[config.mk]
export PLATFORM = sky130hd
export DESIGN_NAME = ppdc_top
export DESIGN_NICKNAME = d
export VERILOG_FILES = /design/src/hdl/ppdc_pkg.sv /design/src/hdl/ppdc_apb_regs.sv /design/src/hdl/ppdc_pad_gate.sv /design/src/hdl/ppdc_top.sv
export SDC_FILE = /design/constraint.sdc
export NUM_CORES = 1
export LEC_CHECK = 0
export ABC_AREA = 1
export BUFFER_PORTS_ARGS = -buffer_cell sky130_fd_sc_hd__buf_2
export CAP_MARGIN = 40
export CORE_MARGIN = 3
export CORE_UTILIZATION = 45
export CTS_CLUSTER_SIZE = 14
export DETAILED_ROUTE_END_ITERATION = 12
export GPL_ROUTABILITY_DRIVEN = 0
export GPL_TIMING_DRIVEN = 0
export HOLD_SLACK_MARGIN = 0.12
export PLACE_DENSITY_LB_ADDON = 0.1
export SYNTH_ARGS = -nofsm -noshare
export SYNTH_HDL_FRONTEND = slang
export SYNTH_SLANG_ARGS = --single-unit
[constraint.sdc]
create_clock -name pclk -period 0.8 [get_ports pclk]
set_input_delay 0.08 -clock pclk [delete_from_list [all_inputs] [get_ports pclk]]
set_output_delay 0.08 -clock pclk [all_outputs]
set_load 0.1 [all_outputs]
[src/hdl/ppdc_pkg.sv]
// package with the register map and field layout of the pad pull-up and drive control bank
package ppdc_pkg;
    // ==========================================================
    // register map: printed offsets are not all multiples of four,
    // so these are register indices and the byte address is four times the index
    localparam logic [9:0] PPDC_IDX_PULLUP_ENABLE_0 = 10'h1E0;
    localparam logic [9:0] PPDC_IDX_PULLUP_ENABLE_1 = 10'h1E1;
    localparam logic [9:0] PPDC_IDX_PORT1_DRIVE_STRENGTH = 10'h1F0;
    localparam logic [9:0] PPDC_IDX_PORT2_DRIVE_STRENGTH = 10'h1F1;
    localparam logic [9:0] PPDC_IDX_GROUP_DRIVE_STRENGTH_0 = 10'h1F2;
    localparam logic [9:0] PPDC_IDX_GROUP_DRIVE_STRENGTH_1 = 10'h1F3;
    localparam int PPDC_ADDR_W = 12;

    // ==========================================================
    // writable bit masks per register
    localparam logic [7:0] PPDC_MASK_PULLUP_ENABLE_0 = 8'hFF;
    localparam logic [7:0] PPDC_MASK_PULLUP_ENABLE_1 = 8'hFF;
    localparam logic [7:0] PPDC_MASK_PORT1_DRIVE_STRENGTH = 8'hFF;
    localparam logic [7:0] PPDC_MASK_PORT2_DRIVE_STRENGTH = 8'hFF;
    localparam logic [7:0] PPDC_MASK_GROUP_DRIVE_STRENGTH_0 = 8'hC3;
    localparam logic [7:0] PPDC_MASK_GROUP_DRIVE_STRENGTH_1 = 8'h3B;
    // bits of pullup_enable_1 with no function, read back as undefined
    localparam logic [7:0] PPDC_UNDEF_PULLUP_ENABLE_1 = 8'hC0;

    // ==========================================================
    // reset values
    localparam logic [7:0] PPDC_RESET_VALUE = 8'h00;

    // ==========================================================
    // field positions
    localparam int PPDC_PU1_PORT4_PIN3 = 0;
    localparam int PPDC_PU1_PORT4_UPPER = 1;
    localparam int PPDC_PU1_PORT6_PIN6 = 5;
    localparam int PPDC_DR0_PORT0_LOW = 0;
    localparam int PPDC_DR0_PORT0_HIGH = 1;
    localparam int PPDC_DR0_PORT3_LOW = 6;
    localparam int PPDC_DR0_PORT3_HIGH = 7;
    localparam int PPDC_DR1_PORT4_PIN3 = 0;
    localparam int PPDC_DR1_PORT4_UPPER = 1;
    localparam int PPDC_DR1_PORT6_PIN6 = 5;

    // ==========================================================
    // pin-to-group maps: one byte per group or pin mask, bit set where the pin is served
    localparam logic [7:0] PPDC_P0_GRP_LOW = 8'h0E;
    localparam logic [7:0] PPDC_P0_GRP_HIGH = 8'hD0;
    localparam logic [7:0] PPDC_P1_GRP_LOW = 8'h0F;
    localparam logic [7:0] PPDC_P1_GRP_HIGH = 8'hF0;
    localparam logic [7:0] PPDC_P2_GRP_LOW = 8'h0F;
    localparam logic [7:0] PPDC_P2_GRP_HIGH = 8'h30;
    localparam logic [7:0] PPDC_P2_PINS = 8'h3F;
    localparam logic [7:0] PPDC_P3_GRP_LOW = 8'h0A;
    localparam logic [7:0] PPDC_P3_GRP_HIGH = 8'hB0;
    localparam logic [7:0] PPDC_P4_PIN3 = 8'h08;
    localparam logic [7:0] PPDC_P4_UPPER = 8'hF0;
    localparam logic [7:0] PPDC_P6_PIN6 = 8'h40;
endpackage : ppdc_pkg

[src/hdl/ppdc_apb_regs.sv]
// apb slave front end: decodes one access into a register select and strobes
`timescale 1ns/1ns
module ppdc_apb_regs
    import ppdc_pkg::*;
(
    input wire logic psel,
    input wire logic penable,
    input wire logic pwrite,
    input wire logic [PPDC_ADDR_W-1:0] paddr,
    output logic [5:0] sel_onehot,
    output logic hit,
    output logic wr_stb,
    output logic rd_stb
);
    logic [9:0] idx;
    logic aligned;

    // ==========================================================
    // decode
    assign idx = paddr[PPDC_ADDR_W-1:2];
    assign aligned = (paddr[1:0] == 2'b00);
    assign sel_onehot[0] = aligned && (idx == PPDC_IDX_PULLUP_ENABLE_0);
    assign sel_onehot[1] = aligned && (idx == PPDC_IDX_PULLUP_ENABLE_1);
    assign sel_onehot[2] = aligned && (idx == PPDC_IDX_PORT1_DRIVE_STRENGTH);
    assign sel_onehot[3] = aligned && (idx == PPDC_IDX_PORT2_DRIVE_STRENGTH);
    assign sel_onehot[4] = aligned && (idx == PPDC_IDX_GROUP_DRIVE_STRENGTH_0);
    assign sel_onehot[5] = aligned && (idx == PPDC_IDX_GROUP_DRIVE_STRENGTH_1);
    assign hit = |sel_onehot;
    // access phase only; slave is zero-wait so the access completes here
    assign wr_stb = psel && penable && pwrite;
    assign rd_stb = psel && penable && !pwrite;
endmodule : ppdc_apb_regs

[src/hdl/ppdc_pad_gate.sv]
// per-pin gating of pull-up and drive selections by the port direction
`timescale 1ns/1ns
module ppdc_pad_gate #(
    parameter int PINS = 8
) (
    input wire logic [PINS-1:0] pull_sel,
    input wire logic [PINS-1:0] drive_sel,
    input wire logic [PINS-1:0] dir_out,
    output logic [PINS-1:0] pull_en,
    output logic [PINS-1:0] drive_hi
);
    // elaboration-time refusal of a width the gating cannot serve
    if (PINS < 1) begin : g_bad_pins
        $error("ppdc_pad_gate: PINS must be at least 1");
    end

    // ==========================================================
    // gating
    for (genvar i = 0; i < PINS; i++) begin : g_pin
        assign pull_en[i] = pull_sel[i] & ~dir_out[i];
        // one enable for both output levels, pad drives high and low strong
        assign drive_hi[i] = drive_sel[i] & dir_out[i];
    end
endmodule : ppdc_pad_gate

[src/hdl/ppdc_top.sv]
// pad pull-up and drive strength control register bank with apb access
//
// The APB slave port was chosen for this implementation.
`timescale 1ns/1ns
module ppdc_top
    import ppdc_pkg::*;
(
    input wire logic pclk,
    input wire logic presetn,
    input wire logic psel,
    input wire logic penable,
    input wire logic pwrite,
    input wire logic [PPDC_ADDR_W-1:0] paddr,
    input wire logic [31:0] pwdata,
    input wire logic [3:0] pstrb,
    output logic [31:0] prdata,
    output logic pready,
    output logic pslverr,
    input wire logic [7:0] port0_dir,
    input wire logic [7:0] port1_dir,
    input wire logic [7:0] port2_dir,
    input wire logic [7:0] port3_dir,
    input wire logic [7:0] port4_dir,
    input wire logic [7:0] port6_dir,
    output logic [7:0] port0_pull_en,
    output logic [7:0] port1_pull_en,
    output logic [7:0] port2_pull_en,
    output logic [7:0] port3_pull_en,
    output logic [7:0] port4_pull_en,
    output logic [7:0] port6_pull_en,
    output logic [7:0] port0_drive_hi,
    output logic [7:0] port1_drive_hi,
    output logic [7:0] port2_drive_hi,
    output logic [7:0] port3_drive_hi,
    output logic [7:0] port4_drive_hi,
    output logic [7:0] port6_drive_hi
);
    localparam int NPORT = 6;

    logic [7:0] pullup_enable_0_reg;
    logic [7:0] pullup_enable_1_reg;
    logic [7:0] port1_drive_strength_reg;
    logic [7:0] port2_drive_strength_reg;
    logic [7:0] group_drive_strength_0_reg;
    logic [7:0] group_drive_strength_1_reg;
    logic [7:0] undef_bits_reg;
    logic [5:0] sel_onehot;
    logic hit;
    logic wr_stb;
    logic wr_lane0;
    logic [7:0] rd_byte;
    logic [7:0] dir_sync1_reg [NPORT];
    logic [7:0] dir_sync2_reg [NPORT];
    logic [7:0] dir_in [NPORT];
    logic [7:0] pull_sel [NPORT];
    logic [7:0] drive_sel [NPORT];
    logic [7:0] pull_en_next [NPORT];
    logic [7:0] drive_hi_next [NPORT];
    logic [7:0] pull_en_reg [NPORT];
    logic [7:0] drive_hi_reg [NPORT];

    // ==========================================================
    // apb decode
    ppdc_apb_regs u_apb (
        .psel(psel),
        .penable(penable),
        .pwrite(pwrite),
        .paddr(paddr),
        .sel_onehot(sel_onehot),
        .hit(hit),
        .wr_stb(wr_stb),
        .rd_stb()
    );

    // narrow registers live in byte lane 0; other lanes are dropped
    assign wr_lane0 = wr_stb && hit && pstrb[0];

    // ==========================================================
    // register writes
    always_ff @(posedge pclk or negedge presetn) begin
        if (!presetn) begin
            pullup_enable_0_reg <= PPDC_RESET_VALUE;
            pullup_enable_1_reg <= PPDC_RESET_VALUE;
            port1_drive_strength_reg <= PPDC_RESET_VALUE;
            port2_drive_strength_reg <= PPDC_RESET_VALUE;
            group_drive_strength_0_reg <= PPDC_RESET_VALUE;
            group_drive_strength_1_reg <= PPDC_RESET_VALUE;
        end else if (wr_lane0) begin
            if (sel_onehot[0]) begin
                pullup_enable_0_reg <= pwdata[7:0] & PPDC_MASK_PULLUP_ENABLE_0;
            end
            if (sel_onehot[1]) begin
                pullup_enable_1_reg <= pwdata[7:0] & PPDC_MASK_PULLUP_ENABLE_1;
            end
            if (sel_onehot[2]) begin
                port1_drive_strength_reg <= pwdata[7:0] & PPDC_MASK_PORT1_DRIVE_STRENGTH;
            end
            if (sel_onehot[3]) begin
                // reserved bits stored as written; software keeps them zero
                port2_drive_strength_reg <= pwdata[7:0] & PPDC_MASK_PORT2_DRIVE_STRENGTH;
            end
            if (sel_onehot[4]) begin
                group_drive_strength_0_reg <= pwdata[7:0] & PPDC_MASK_GROUP_DRIVE_STRENGTH_0;
            end
            if (sel_onehot[5]) begin
                group_drive_strength_1_reg <= pwdata[7:0] & PPDC_MASK_GROUP_DRIVE_STRENGTH_1;
            end
        end
    end

    // ==========================================================
    // undefined read bits: a free toggling pattern, so nothing can rely on them
    always_ff @(posedge pclk or negedge presetn) begin
        if (!presetn) begin
            undef_bits_reg <= PPDC_RESET_VALUE;
        end else begin
            undef_bits_reg <= ~undef_bits_reg;
        end
    end

    // ==========================================================
    // read mux
    always_comb begin
        rd_byte = 8'h00;
        unique case (1'b1)
            sel_onehot[0]: rd_byte = pullup_enable_0_reg;
            sel_onehot[1]: rd_byte = (pullup_enable_1_reg & ~PPDC_UNDEF_PULLUP_ENABLE_1)
                | (undef_bits_reg & PPDC_UNDEF_PULLUP_ENABLE_1);
            sel_onehot[2]: rd_byte = port1_drive_strength_reg;
            sel_onehot[3]: rd_byte = port2_drive_strength_reg;
            sel_onehot[4]: rd_byte = group_drive_strength_0_reg;
            sel_onehot[5]: rd_byte = group_drive_strength_1_reg;
            default: rd_byte = 8'h00;
        endcase
    end

    // ==========================================================
    // apb response: no wait state, data and ready both from flops loaded in the setup phase
    always_ff @(posedge pclk or negedge presetn) begin
        if (!presetn) begin
            pready <= 1'b0;
            pslverr <= 1'b0;
            prdata <= 32'h0000_0000;
        end else if (psel && !penable) begin
            pready <= 1'b1;
            pslverr <= !hit;
            prdata <= (!pwrite && hit) ? {24'h00_0000, rd_byte} : 32'h0000_0000;
        end else begin
            pready <= 1'b0;
            pslverr <= 1'b0;
            prdata <= 32'h0000_0000;
        end
    end

    // ==========================================================
    // direction inputs come from another block's pins, so synchronise
    always_ff @(posedge pclk or negedge presetn) begin
        if (!presetn) begin
            for (int p = 0; p < NPORT; p++) begin
                dir_sync1_reg[p] <= 8'h00;
                dir_sync2_reg[p] <= 8'h00;
            end
        end else begin
            dir_sync1_reg[0] <= port0_dir;
            dir_sync1_reg[1] <= port1_dir;
            dir_sync1_reg[2] <= port2_dir;
            dir_sync1_reg[3] <= port3_dir;
            dir_sync1_reg[4] <= port4_dir;
            dir_sync1_reg[5] <= port6_dir;
            for (int p = 0; p < NPORT; p++) begin
                dir_sync2_reg[p] <= dir_sync1_reg[p];
            end
        end
    end
    assign dir_in = dir_sync2_reg;

    // ==========================================================
    // register bits spread onto pins
    always_comb begin
        pull_sel[0] = ({8{pullup_enable_0_reg[0]}} & PPDC_P0_GRP_LOW)
            | ({8{pullup_enable_0_reg[1]}} & PPDC_P0_GRP_HIGH);
        pull_sel[1] = ({8{pullup_enable_0_reg[2]}} & PPDC_P1_GRP_LOW)
            | ({8{pullup_enable_0_reg[3]}} & PPDC_P1_GRP_HIGH);
        pull_sel[2] = ({8{pullup_enable_0_reg[4]}} & PPDC_P2_GRP_LOW)
            | ({8{pullup_enable_0_reg[5]}} & PPDC_P2_GRP_HIGH);
        pull_sel[3] = ({8{pullup_enable_0_reg[6]}} & PPDC_P3_GRP_LOW)
            | ({8{pullup_enable_0_reg[7]}} & PPDC_P3_GRP_HIGH);
        pull_sel[4] = ({8{pullup_enable_1_reg[PPDC_PU1_PORT4_PIN3]}} & PPDC_P4_PIN3)
            | ({8{pullup_enable_1_reg[PPDC_PU1_PORT4_UPPER]}} & PPDC_P4_UPPER);
        pull_sel[5] = {8{pullup_enable_1_reg[PPDC_PU1_PORT6_PIN6]}} & PPDC_P6_PIN6;
        drive_sel[0] = ({8{group_drive_strength_0_reg[PPDC_DR0_PORT0_LOW]}} & PPDC_P0_GRP_LOW)
            | ({8{group_drive_strength_0_reg[PPDC_DR0_PORT0_HIGH]}} & PPDC_P0_GRP_HIGH);
        drive_sel[1] = port1_drive_strength_reg;
        drive_sel[2] = port2_drive_strength_reg & PPDC_P2_PINS;
        drive_sel[3] = ({8{group_drive_strength_0_reg[PPDC_DR0_PORT3_LOW]}} & PPDC_P3_GRP_LOW)
            | ({8{group_drive_strength_0_reg[PPDC_DR0_PORT3_HIGH]}} & PPDC_P3_GRP_HIGH);
        drive_sel[4] = ({8{group_drive_strength_1_reg[PPDC_DR1_PORT4_PIN3]}} & PPDC_P4_PIN3)
            | ({8{group_drive_strength_1_reg[PPDC_DR1_PORT4_UPPER]}} & PPDC_P4_UPPER);
        drive_sel[5] = {8{group_drive_strength_1_reg[PPDC_DR1_PORT6_PIN6]}} & PPDC_P6_PIN6;
    end

    // ==========================================================
    // direction gating per port
    for (genvar p = 0; p < NPORT; p++) begin : g_port
        ppdc_pad_gate #(
            .PINS(8)
        ) u_gate (
            .pull_sel(pull_sel[p]),
            .drive_sel(drive_sel[p]),
            .dir_out(dir_in[p]),
            .pull_en(pull_en_next[p]),
            .drive_hi(drive_hi_next[p])
        );
    end

    // ==========================================================
    // registered pad levels
    always_ff @(posedge pclk or negedge presetn) begin
        if (!presetn) begin
            for (int p = 0; p < NPORT; p++) begin
                pull_en_reg[p] <= 8'h00;
                drive_hi_reg[p] <= 8'h00;
            end
        end else begin
            for (int p = 0; p < NPORT; p++) begin
                pull_en_reg[p] <= pull_en_next[p];
                drive_hi_reg[p] <= drive_hi_next[p];
            end
        end
    end

    assign port0_pull_en = pull_en_reg[0];
    assign port1_pull_en = pull_en_reg[1];
    assign port2_pull_en = pull_en_reg[2];
    assign port3_pull_en = pull_en_reg[3];
    assign port4_pull_en = pull_en_reg[4];
    assign port6_pull_en = pull_en_reg[5];
    assign port0_drive_hi = drive_hi_reg[0];
    assign port1_drive_hi = drive_hi_reg[1];
    assign port2_drive_hi = drive_hi_reg[2];
    assign port3_drive_hi = drive_hi_reg[3];
    assign port4_drive_hi = drive_hi_reg[4];
    assign port6_drive_hi = drive_hi_reg[5];
endmodule : ppdc_top

== Word level (Yosys, flattened, before mapping) ==
Cells that the tools add are included.

* Bits in latches: 0
* Input port bits: 101
* Memories: 0
* Output and inout port bits: 130
* Memory bits (writable): 0
* Memory bits (read-only): 0
* Register bits: 255

* Multiplexer cells: 5
* Bitwise logic cells: 131
* Shift operators: 0
* Divide/modulo/power cells: 0
* Reductions and logical operators: 23
* $mul: 0
* Equal/unequal tests: 6
* Magnitude comparators: 0
* $add $sub $neg: 0

{| class="wikitable"
|+ Operators with widths
! cell !! count
|-
| $and 1x1->1 || 78
|-
| $eq 10x9->1 const B || 6
|-
| $or 4x8->8 || 7
|-
| $pmux 8 s6 || 1
|-
| $not 1->1 || 41
|-
| $mux 8 || 2
|-
| $logic_and 1x1->1 || 12
|-
| $reduce_and 2->1 || 6
|-
| $not 8->8 || 1
|-
| $or 6x8->8 || 1
|-
| $or 4x6->6 || 1
|-
| $reduce_or 6->1 || 1
|-
| $logic_not 1->1 || 3
|-
| $and 1x1->1 const A || 2
|-
| $logic_not 2->1 || 1
|-
| $mux 1 || 2
|}

== Logic depth before layout (Yosys ltp) ==
Gate-level depths: netlist of run 1.

* Depth in word-level cells: 6
* Depth in mapped cells: 11
* Gate-level depth less buffers: 10

== By module ==
A second synthesis of run 1 with hierarchy kept.

* Cells, all modules: 702
* Area, all modules: 8140.3 sq um

{| class="wikitable"
|+ Modules (own cells, without submodules)
! module !! sequential area each (sq um) !! cells an instance !! area an instance (sq um) !! times used
|-
| ppdc_top || 6080.8 || 464 || 7233.2 || 1
|-
| ppdc_pad_gate || 0.0 || 32 || 120.1 || 6
|-
| ppdc_apb_regs || 0.0 || 46 || 186.4 || 1
|}

== Least setup slack after synthesis of run 1 ==
Ideal clock, no wire load.

* Kind: input port to flip-flop
* Start point: input paddr[1]
* End point: register pullup_enable_1_reg[0]
* Stages on the path: 9
* Slack: -320 ps
* Path buffers: 1
* Arrival time: 1003 ps
* Setup time: 117 ps
* Required time: 683 ps
* Cell sequence: nor2_1 nand3_1 nor2_4 o21ai_1 nand3_2 buf_12 nand3_2 nand2_1 nand2_1

* Longest elaborated chain between the ends: 6
* Elaborated cells on any way between the ends: 11

{| class="wikitable"
|+ RTL lines
! what !! RTL line !! source
|-
| start: declaration || ppdc_top.sv:13 || <nowiki>input wire logic [PPDC_ADDR_W-1:0] paddr,</nowiki>
|-
| $logic_not 2->1 (*) || ppdc_apb_regs.sv:21 || <nowiki>assign aligned = (paddr[1:0] == 2'b00);</nowiki>
|-
| $logic_and 1x1->1 (tied with other cells) || ppdc_apb_regs.sv:22 || <nowiki>assign sel_onehot[0] = aligned && (idx == PPDC_IDX_PULLUP_ENABLE_0);</nowiki>
|-
| $reduce_or 6->1 || ppdc_apb_regs.sv:28 || <nowiki>assign hit = |sel_onehot;</nowiki>
|-
| $logic_and 1x1->1 (2 in series) || ppdc_top.sv:76 || <nowiki>assign wr_lane0 = wr_stb && hit && pstrb[0];</nowiki>
|-
| $reduce_and 2->1 (no source line) (*) || n/a ||
|-
| end signal: assignment || ppdc_top.sv:93 || <nowiki>pullup_enable_1_reg <= pwdata[7:0] & PPDC_MASK_PULLUP_ENABLE_1;</nowiki>
|-
| end: declaration || ppdc_top.sv:41 || <nowiki>logic [7:0] pullup_enable_1_reg;</nowiki>
|}

Every way passes the cells marked *; elsewhere a longest branch is shown, timed or not.
A chain may end at the register's enable or synchronous reset.

== Worst setup path in the final report of run 1 ==
* Start point: register drive_hi_reg (netlist bit port6_drive_hi[6])
* End point: output port6_drive_hi[6]

{| class="wikitable"
|+ RTL lines
! what !! RTL line !! source
|-
| start: declaration || ppdc_top.sv:60 || <nowiki>logic [7:0] drive_hi_reg [NPORT];</nowiki>
|-
| start signal: indexed assignment || ppdc_top.sv:227 || <nowiki>drive_hi_reg[p] <= drive_hi_next[p];</nowiki>
|-
| end: declaration || ppdc_top.sv:36 || <nowiki>output logic [7:0] port6_drive_hi</nowiki>
|}

No word-level cell between the ends.

==> metrics.md, run 1 <==
| Metric | Value |
|---|---|
| Status | `complete, but fails checks` |
| Violations in the final reports | `hold timing, setup timing` |
| Final number of hold-violating endpoints | `86` |
| Unrepaired setup endpoints after global routing | `yes` |
| Effective utilization at floorplan | `46.4%` |
| Overflow after GRT | `0` |
| Skew final | `0.00700 ns` |
| Root buffer cell | `sky130_fd_sc_hd__clkbuf_16` |
| Vias in the first global route | `5064` |
| Routed wire per std cell | `14.9 um` |
| Fmax | `910 MHz` |
| Transition at the pin with the smallest max-transition slack | `0.629 ns` |
| Critical path's largest stage delay | `0.41 ns` |
| Endpoints failing setup | `120` |
| Placed standard-cell area | `7760 um2` |
| Final Non-Filler Cells | `1070` |
| Placed cell count | `958` |
| CP required | `0.72 ns` |
| Final instance area | `10200 um2` |
| Clock-pin slew of the registers on the worst-case setup and hold paths | `0.06 ns` |
| Latest clock arrival within the worst-skew pair | `0.43 ns` |
| Final Cycle Share | `137%` |
| Type of the worst setup path | `reg -> out` |
| Largest buffer count on any clock path | `2` |
| Max Cap Violations | `0` |
| Number of nets in the final layout | `978` |
| First-pass GRT wire length | `25.6 mm` |
| Antenna cells | `0` |
| Synth warnings | `0` |
| Area overhead of the layout relative to synthesis | `57.1%` |
| Static leakage | `5.27 nW` |
| TritonCTS clock tree | `done` |
| Pin count of the biggest net entering global routing | `90` |
| Largest delay share family, worst path | `flip-flops` |
| Buffers plus inverters on the worst setup path | `1` |
| Commonest cells after routing, fill and taps aside | `sky130_fd_sc_hd__nand2_1 (124), sky130_fd_sc_hd__dfrtp_1 (103), sky130_fd_sc_hd__buf_4 (83), sky130_fd_sc_hd__dfrtp_2 (72), sky130_fd_sc_hd__conb_1 (58)` |
| Worst vdd ir | `1260 uV` |
| Average cell area after synthesis | `11.0 um2` |
| Cell with the biggest individual delay on the critical path | `sky130_fd_sc_hd__dfrtp_2` |
| Height of the die | `126 um` |
| Final hold slack | `-0.361 ns` |
| Area of the mapped netlist | `6480 um2` |
| Distinct cell type count of the synthesized netlist | `24` |
| Std-Cell Rows | `43` |
| Total routing usage reported by global routing | `20.7%` |
| Layout filler cell count | `961` |
| Total routed wirelength | `16.0 mm` |
| Core area | `14000 um2` |
| Crit path launch type | `flop` |
| H-Tree Level Count | `4` |
| Setup slack of the critical path after layout | `-0.299 ns` |
| Power per cell area | `1970 nW/um2` |
| Count of state elements after synthesis | `175` |
| Detailed Place HPWL | `9.84 mm` |
| Normalized max-slew margin | `58.1%` |
| Post-route total power | `20.1 mW` |
| Setup TNS Final | `-30.21 ns` |
| Most frequent standard cell in the layout excluding fill and tap cells | `sky130_fd_sc_hd__nand2_1` |
| Critical path, cell by cell | `buf_6` |
| Detailed Route Iter0 Violations | `291` |
| Pre-Repair DR Iteration Count | `4` |
| Max FO, Critical Path | `1` |
| Via/cell ratio | `4.55` |
| Sequential area share after synthesis | `67.5%` |
| Min Clock Period, post-route | `1.10 ns` |
| Count of antenna-violating nets left after detailed routing | `0` |
| CTS Hold Buffers Added | `41` |
| Total die area | `15900 um2` |
| Count of unresolved DRC violations after routing | `0` |
| Die Span X | `126 um` |
| Buffers added on ports | `128` |
| Antenna violations before repair | `0` |
| Total vias in the final route | `4868` |
| Hold WC Path Type | `in -> async` |
| CP arrival | `1.02 ns` |
| Synthesized instance count | `592` |
| Final number of max-transition violations | `0` |
| Category of the worst setup path capture point | `output port` |
| Number of sinks on the clock net | `175` |
| Num CTS Buffers | `17` |
| Layout cell share with drive strength beyond 1 | `47.9%` |
| Boundary pin count | `231` |
==> per-stage QoR <==
stage	hold slack, ns	setup WS [ns]	utilization (%)
3_3_place_gp	0.187	-3.20	55.2
3_5_place_dp	0.108	-0.857	55.4
6_report	-0.361	-0.299	72.8
5_1_grt	-0.325	-0.335	72.8
2_1_floorplan	-0.216	-0.290	-
4_1_cts	-0.342	-0.324	71.5
==> path summary, 6_finish.rpt <==
path                                                              start                          to  slack [ns]  depth (start not counted)
worst max-delay path                        port6_drive_hi[6]$_DFF_PN0_           port6_drive_hi[6]       -0.30                          1
worst min-delay path                                            presetn  port0_pull_en[7]$_DFF_PN0_       -0.36                          1
worst max register to register  port1_drive_strength_reg[1]$_DFFE_PN0P_         prdata[1]$_DFF_PN0_       -0.16                          4
worst min register to register              dir_sync1_reg[14]$_DFF_PN0_        dir_in[14]$_DFF_PN0_        0.34                          0
max in group asynchronous                                       presetn         prdata[4]$_DFF_PN0_        0.31                          2
min in group pclk                                                pwrite         prdata[6]$_DFF_PN0_        0.13                          4
==> routing by layer <==
metal,wire length (um),global-route usage (%),up-vias
li1,-,-,2317
met1,6070,26.5,2320
met2,8380,34.2,204
met3,1190,5.68,27
met4,344,7.38,0
met5,0,0,-
==> Yosys cell counts <==
cell type | instances | area, um2
sky130_fd_sc_hd__clkbuf_1 | 3 | 11.3
sky130_fd_sc_hd__inv_1 | 57 | 214
sky130_fd_sc_hd__nor3_1 | 1 | 5.00
sky130_fd_sc_hd__dfrtp_1 | 175 | 4380
sky130_fd_sc_hd__nand3_4 | 3 | 52.6
sky130_fd_sc_hd__nand3_2 | 5 | 50.1
sky130_fd_sc_hd__buf_4 | 59 | 443
sky130_fd_sc_hd__o211ai_1 | 5 | 37.5
sky130_fd_sc_hd__nor2_4 | 4 | 45.0
sky130_fd_sc_hd__conb_1 | 1 | 3.75
sky130_fd_sc_hd__nand2_2 | 2 | 12.5
sky130_fd_sc_hd__inv_2 | 2 | 7.51
sky130_fd_sc_hd__buf_12 | 1 | 20.0
sky130_fd_sc_hd__o21ai_0 | 3 | 15.0
sky130_fd_sc_hd__nor2_2 | 4 | 25.0
sky130_fd_sc_hd__nand2_1 | 150 | 563
sky130_fd_sc_hd__nand4_1 | 42 | 263
sky130_fd_sc_hd__and2_2 | 1 | 7.51
sky130_fd_sc_hd__nand3_1 | 12 | 60.1
sky130_fd_sc_hd__nor2_1 | 50 | 188
sky130_fd_sc_hd__o21ai_1 | 2 | 10.0
sky130_fd_sc_hd__clkinv_1 | 2 | 7.51
sky130_fd_sc_hd__buf_6 | 4 | 45.0
sky130_fd_sc_hd__buf_2 | 4 | 20.0
==> timing repair <==
item                                    in CTS  in global routing
cloned                                       5                  0
gates resized for setup                    247                 68
endpoints found under the setup margin     120                120
pin swaps                                   46                 29
endpoints found under the hold margin      166                 87
buffers inserted                            32                  7
==> cells by family after synthesis <==
family                 count (synthesis)  share of synthesized area [%]
and+or+nand+nor                      274                           19.6
DFF                                  175                           67.5
buffers and inverters                132                           11.8
AOI/OAI and AO/OA                     10                          0.965
other                                  1                         0.0578
==> final cells by class <==
type / instances / area [um2] / area share [%]
inverter: 61 / 249 / 2.44
buffer: 70 / 569 / 5.59
clock inverter: 12 / 180 / 1.77
clock buffer: 20 / 457 / 4.48
tap: 180 / 225 / 2.21
timing repair buffer: 210 / 2220 / 21.8
sequential: 175 / 4470 / 43.9
multi-input combinational: 342 / 1820 / 17.8
==> power by group <==
part / total [mW] / switching [mW] / internal, mW
Combinational: 2.22 / 1.66 / 0.556
Clock: 8.80 / 3.38 / 5.42
Sequential: 9.08 / 0.0642 / 9.01
No activity file was read; power rests on OpenSTA's default activity.
==> run 2: changes to the inputs <==
- TNS_END_PERCENT: unset -> 30
==> run 2 against run 1 <==
Net effect:
- the flow still finishes with violations (hold timing, setup timing)
- via count shrank 1.7%
- critical path depth is the same
- largest power group unchanged
- non-clock buffer count is 23 lower
- final cell count down 2.1%
- wire length shrank 2.3%
- register-to-register slack got worse by 0.05 ns
- power down 3.6%
- setup slack got worse by 0.0068 ns
- clock skew about the same
==> metrics.md, run 2 (synthesized netlist as in run 1, its figures left out) <==
| Metric | Value |
|---|---|
| Number of nets in the final layout | `955 (-2.4%)` |
| Largest delay share family, worst path | `flip-flops` |
| Detailed Route Iter0 Violations | `303 (+4.1%)` |
| Number of cells on the critical path | `1 (unchanged)` |
| Footprint of the flip-flops and latches | `4380 um2 (-2.0%)` |
| Total die area | `15900 um2 (unchanged)` |
| Crit path launch type | `flop` |
| Most frequent standard cell in the layout excluding fill and tap cells | `sky130_fd_sc_hd__dfrtp_1` |
| Final instance area | `10000 um2 (-1.8%)` |
| Area occupied by multi-input gates | `1830 um2 (+0.90%)` |
| Hold WC Path Type | `in -> async` |
| Layout cell share with drive strength beyond 1 | `38.1% (-9.8 points)` |
| Total vias in the final route | `4787 (-1.7%)` |
| Commonest cells after routing, fill and taps aside | `sky130_fd_sc_hd__dfrtp_1 (175), sky130_fd_sc_hd__nand2_1 (117), sky130_fd_sc_hd__buf_4 (70), sky130_fd_sc_hd__conb_1 (58), sky130_fd_sc_hd__buf_2 (51)` |
| Final number of hold-violating endpoints | `79 (-8.1%)` |
| Pre-Repair DR Iteration Count | `6 (+2)` |
| Max Cap Violations | `0 (unchanged)` |
| Std-Cell Rows | `43 (unchanged)` |
| Category of the worst setup path capture point | `output port` |
| H-Tree Level Count | `4 (unchanged)` |
| Static leakage | `5.28 nW (+0.20%)` |
| Latest clock arrival within the worst-skew pair | `0.42 ns (about the same)` |
| Total routing usage reported by global routing | `19.2% (-1.5 points)` |
| Setup slack of the critical path after layout | `-0.306 ns (-0.00679 ns)` |
| Setup TNS Final | `-29.71 ns (+0.507 ns)` |
| Detailed Place HPWL | `9.97 mm (+1.3%)` |
| Vias in the first global route | `4896 (-3.3%)` |
| Layout filler cell count | `991 (+3.1%)` |
| Area overhead of the layout relative to synthesis | `54.3%` |
| Buffers added on ports | `128 (unchanged)` |
| Clock-pin slew of the registers on the worst-case setup and hold paths | `0.07 ns (about the same)` |
| Antenna cells | `0 (unchanged)` |
| Count of unresolved DRC violations after routing | `0 (unchanged)` |
| CTS Hold Buffers Added | `41 (unchanged)` |
| Buffers plus inverters on the worst setup path | `1 (unchanged)` |
| Unrepaired setup endpoints after global routing | `yes` |
| Type of the worst setup path | `reg -> out` |
| Count of antenna-violating nets left after detailed routing | `0 (unchanged)` |
| Max FO, Critical Path | `1 (unchanged)` |
| First-pass GRT wire length | `23.9 mm (-6.5%)` |
| Effective utilization at floorplan | `46.4% (unchanged)` |
| Boundary pin count | `231 (unchanged)` |
| Height of the die | `126 um (unchanged)` |
| Min Clock Period, post-route | `1.11 ns (+0.00679 ns)` |
| R2R depth | `4 (unchanged)` |
| Critical path's largest stage delay | `0.42 ns (about the same)` |
| Core area | `14000 um2 (unchanged)` |
| Overflow after GRT | `0 (unchanged)` |
| CP required | `0.72 ns (about the same)` |
| Worst Setup SP | `port4_pull_en[5]$_DFF_PN0_` |
| Placed standard-cell area | `7640 um2 (-1.5%)` |
| Die Span X | `126 um (unchanged)` |
| TritonCTS clock tree | `done` |
| Worst vdd ir | `1680 uV (+33%)` |
| Post-route total power | `19.4 mW (-3.6%)` |
| Antenna violations before repair | `0 (unchanged)` |
| CP arrival | `1.03 ns (about the same)` |
| Power per cell area | `1940 nW/um2 (-1.9%)` |
| Largest buffer count on any clock path | `2 (unchanged)` |
| Status | `complete, but fails checks` |
| Total routed wirelength | `15.6 mm (-2.3%)` |
| Violations in the final reports | `hold timing, setup timing` |
| Final hold slack | `-0.376 ns (-0.0149 ns)` |
| Final number of max-transition violations | `0 (unchanged)` |
| Final Cycle Share | `138% (+0.85 points)` |
| Via/cell ratio | `4.57 (+0.50%)` |
| Root buffer cell | `sky130_fd_sc_hd__clkbuf_16` |
| Transition at the pin with the smallest max-transition slack | `0.599 ns (-0.0296 ns)` |
| Fmax | `905 MHz (-0.61%)` |
| Number of sinks on the clock net | `175 (unchanged)` |
| Routed wire per std cell | `14.9 um (-0.14%)` |
| Critical path, cell by cell | `buf_12` |
| Endpoints failing setup | `120 (unchanged)` |
| Normalized max-slew margin | `60.1% (+2.0 points)` |
| Pin count of the biggest net entering global routing | `97 (+7.8%)` |
| Num CTS Buffers | `17 (unchanged)` |
| Cell with the biggest individual delay on the critical path | `sky130_fd_sc_hd__dfrtp_1` |
| Skew final | `0.00659 ns (-0.000404 ns)` |
| Reg-to-reg startpoint | `group_drive_strength_0_reg[0]$_DFFE_PN0P_` |
## run 2: cell count changes in the layout (fill, tap and decap cells not counted), moves of 5 or more
cell	change
sky130_fd_sc_hd__dfrtp_1	+72
sky130_fd_sc_hd__buf_12	+17
sky130_fd_sc_hd__buf_8	+6
sky130_fd_sc_hd__inv_1	+5
sky130_fd_sc_hd__buf_6	-40
sky130_fd_sc_hd__buf_2	+5
sky130_fd_sc_hd__nand2_1	-7
sky130_fd_sc_hd__dfrtp_2	-72
sky130_fd_sc_hd__nand2_2	+5
sky130_fd_sc_hd__buf_4	-13
sky130_fd_sc_hd__inv_2	-5
## run 2: layout make-up
type                            instances  share of cell area (%)
Inverter                               61                    2.39
Timing Repair Buffer                  186                    21.6
Buffer                                 71                    5.76
Multi-Input combinational cell        342                    18.3
Clock buffer                           18                    4.39
Tap cell                              180                    2.25
Sequential cell                       175                    43.8
Clock inverter                         14                    1.49
## run 2: path summary, 6_finish.rpt
kind | end | slack, ns
worst max-delay path | port4_pull_en[5] | -0.31
worst min-delay path | dir_sync1_reg[20]$_DFF_PN0_ | -0.38
worst max register to register | prdata[0]$_DFF_PN0_ | -0.21
worst min register to register | dir_in[35]$_DFF_PN0_ | 0.34
max in group asynchronous | dir_in[24]$_DFF_PN0_ | 0.31
min in group pclk | group_drive_strength_0_reg[6]$_DFFE_PN0P_ | 0.12
## run 2: timing repair
| item | CTS | global route |
|---|---|---|
| pin swaps | 5 | 33 |
| setup buffers | 0 | 13 |
| hold endpoints to repair | 159 | 79 |
| gates cloned | 0 | 3 |
| gates resized for setup | 225 | 120 |
| setup endpoints to repair | 120 | 120 |
## run 2: per-layer routing
metal	vias up	routed length, um	global-route usage [%]
met5	-	0	0
met4	0	239	5.80
met3	23	1040	5.60
met2	171	8280	33.3
met1	2325	6070	23.5
li1	2268	-	-
## run 2: where the power goes
group	switching [mW]	internal, mW
registers	0.0663	9.01
clock network	3.63	4.49
logic	1.66	0.521
total	5.35	14.0
## run 2: through the flow
| step | cells | util [%] | worst slack (ns) | hold WS [ns] |
|---|---|---|---|---|
| after floorplan | 649 | - | -0.290 | -0.216 |
| after global placement | 957 | 54.3 | -2.87 | 0.187 |
| after detailed placement | 958 | 54.6 | -0.852 | 0.104 |
| after CTS | 1031 | 67.1 | -0.321 | -0.349 |
| after global routing | 1047 | 71.5 | -0.338 | -0.337 |
| final | 1047 | 71.5 | -0.306 | -0.376 |
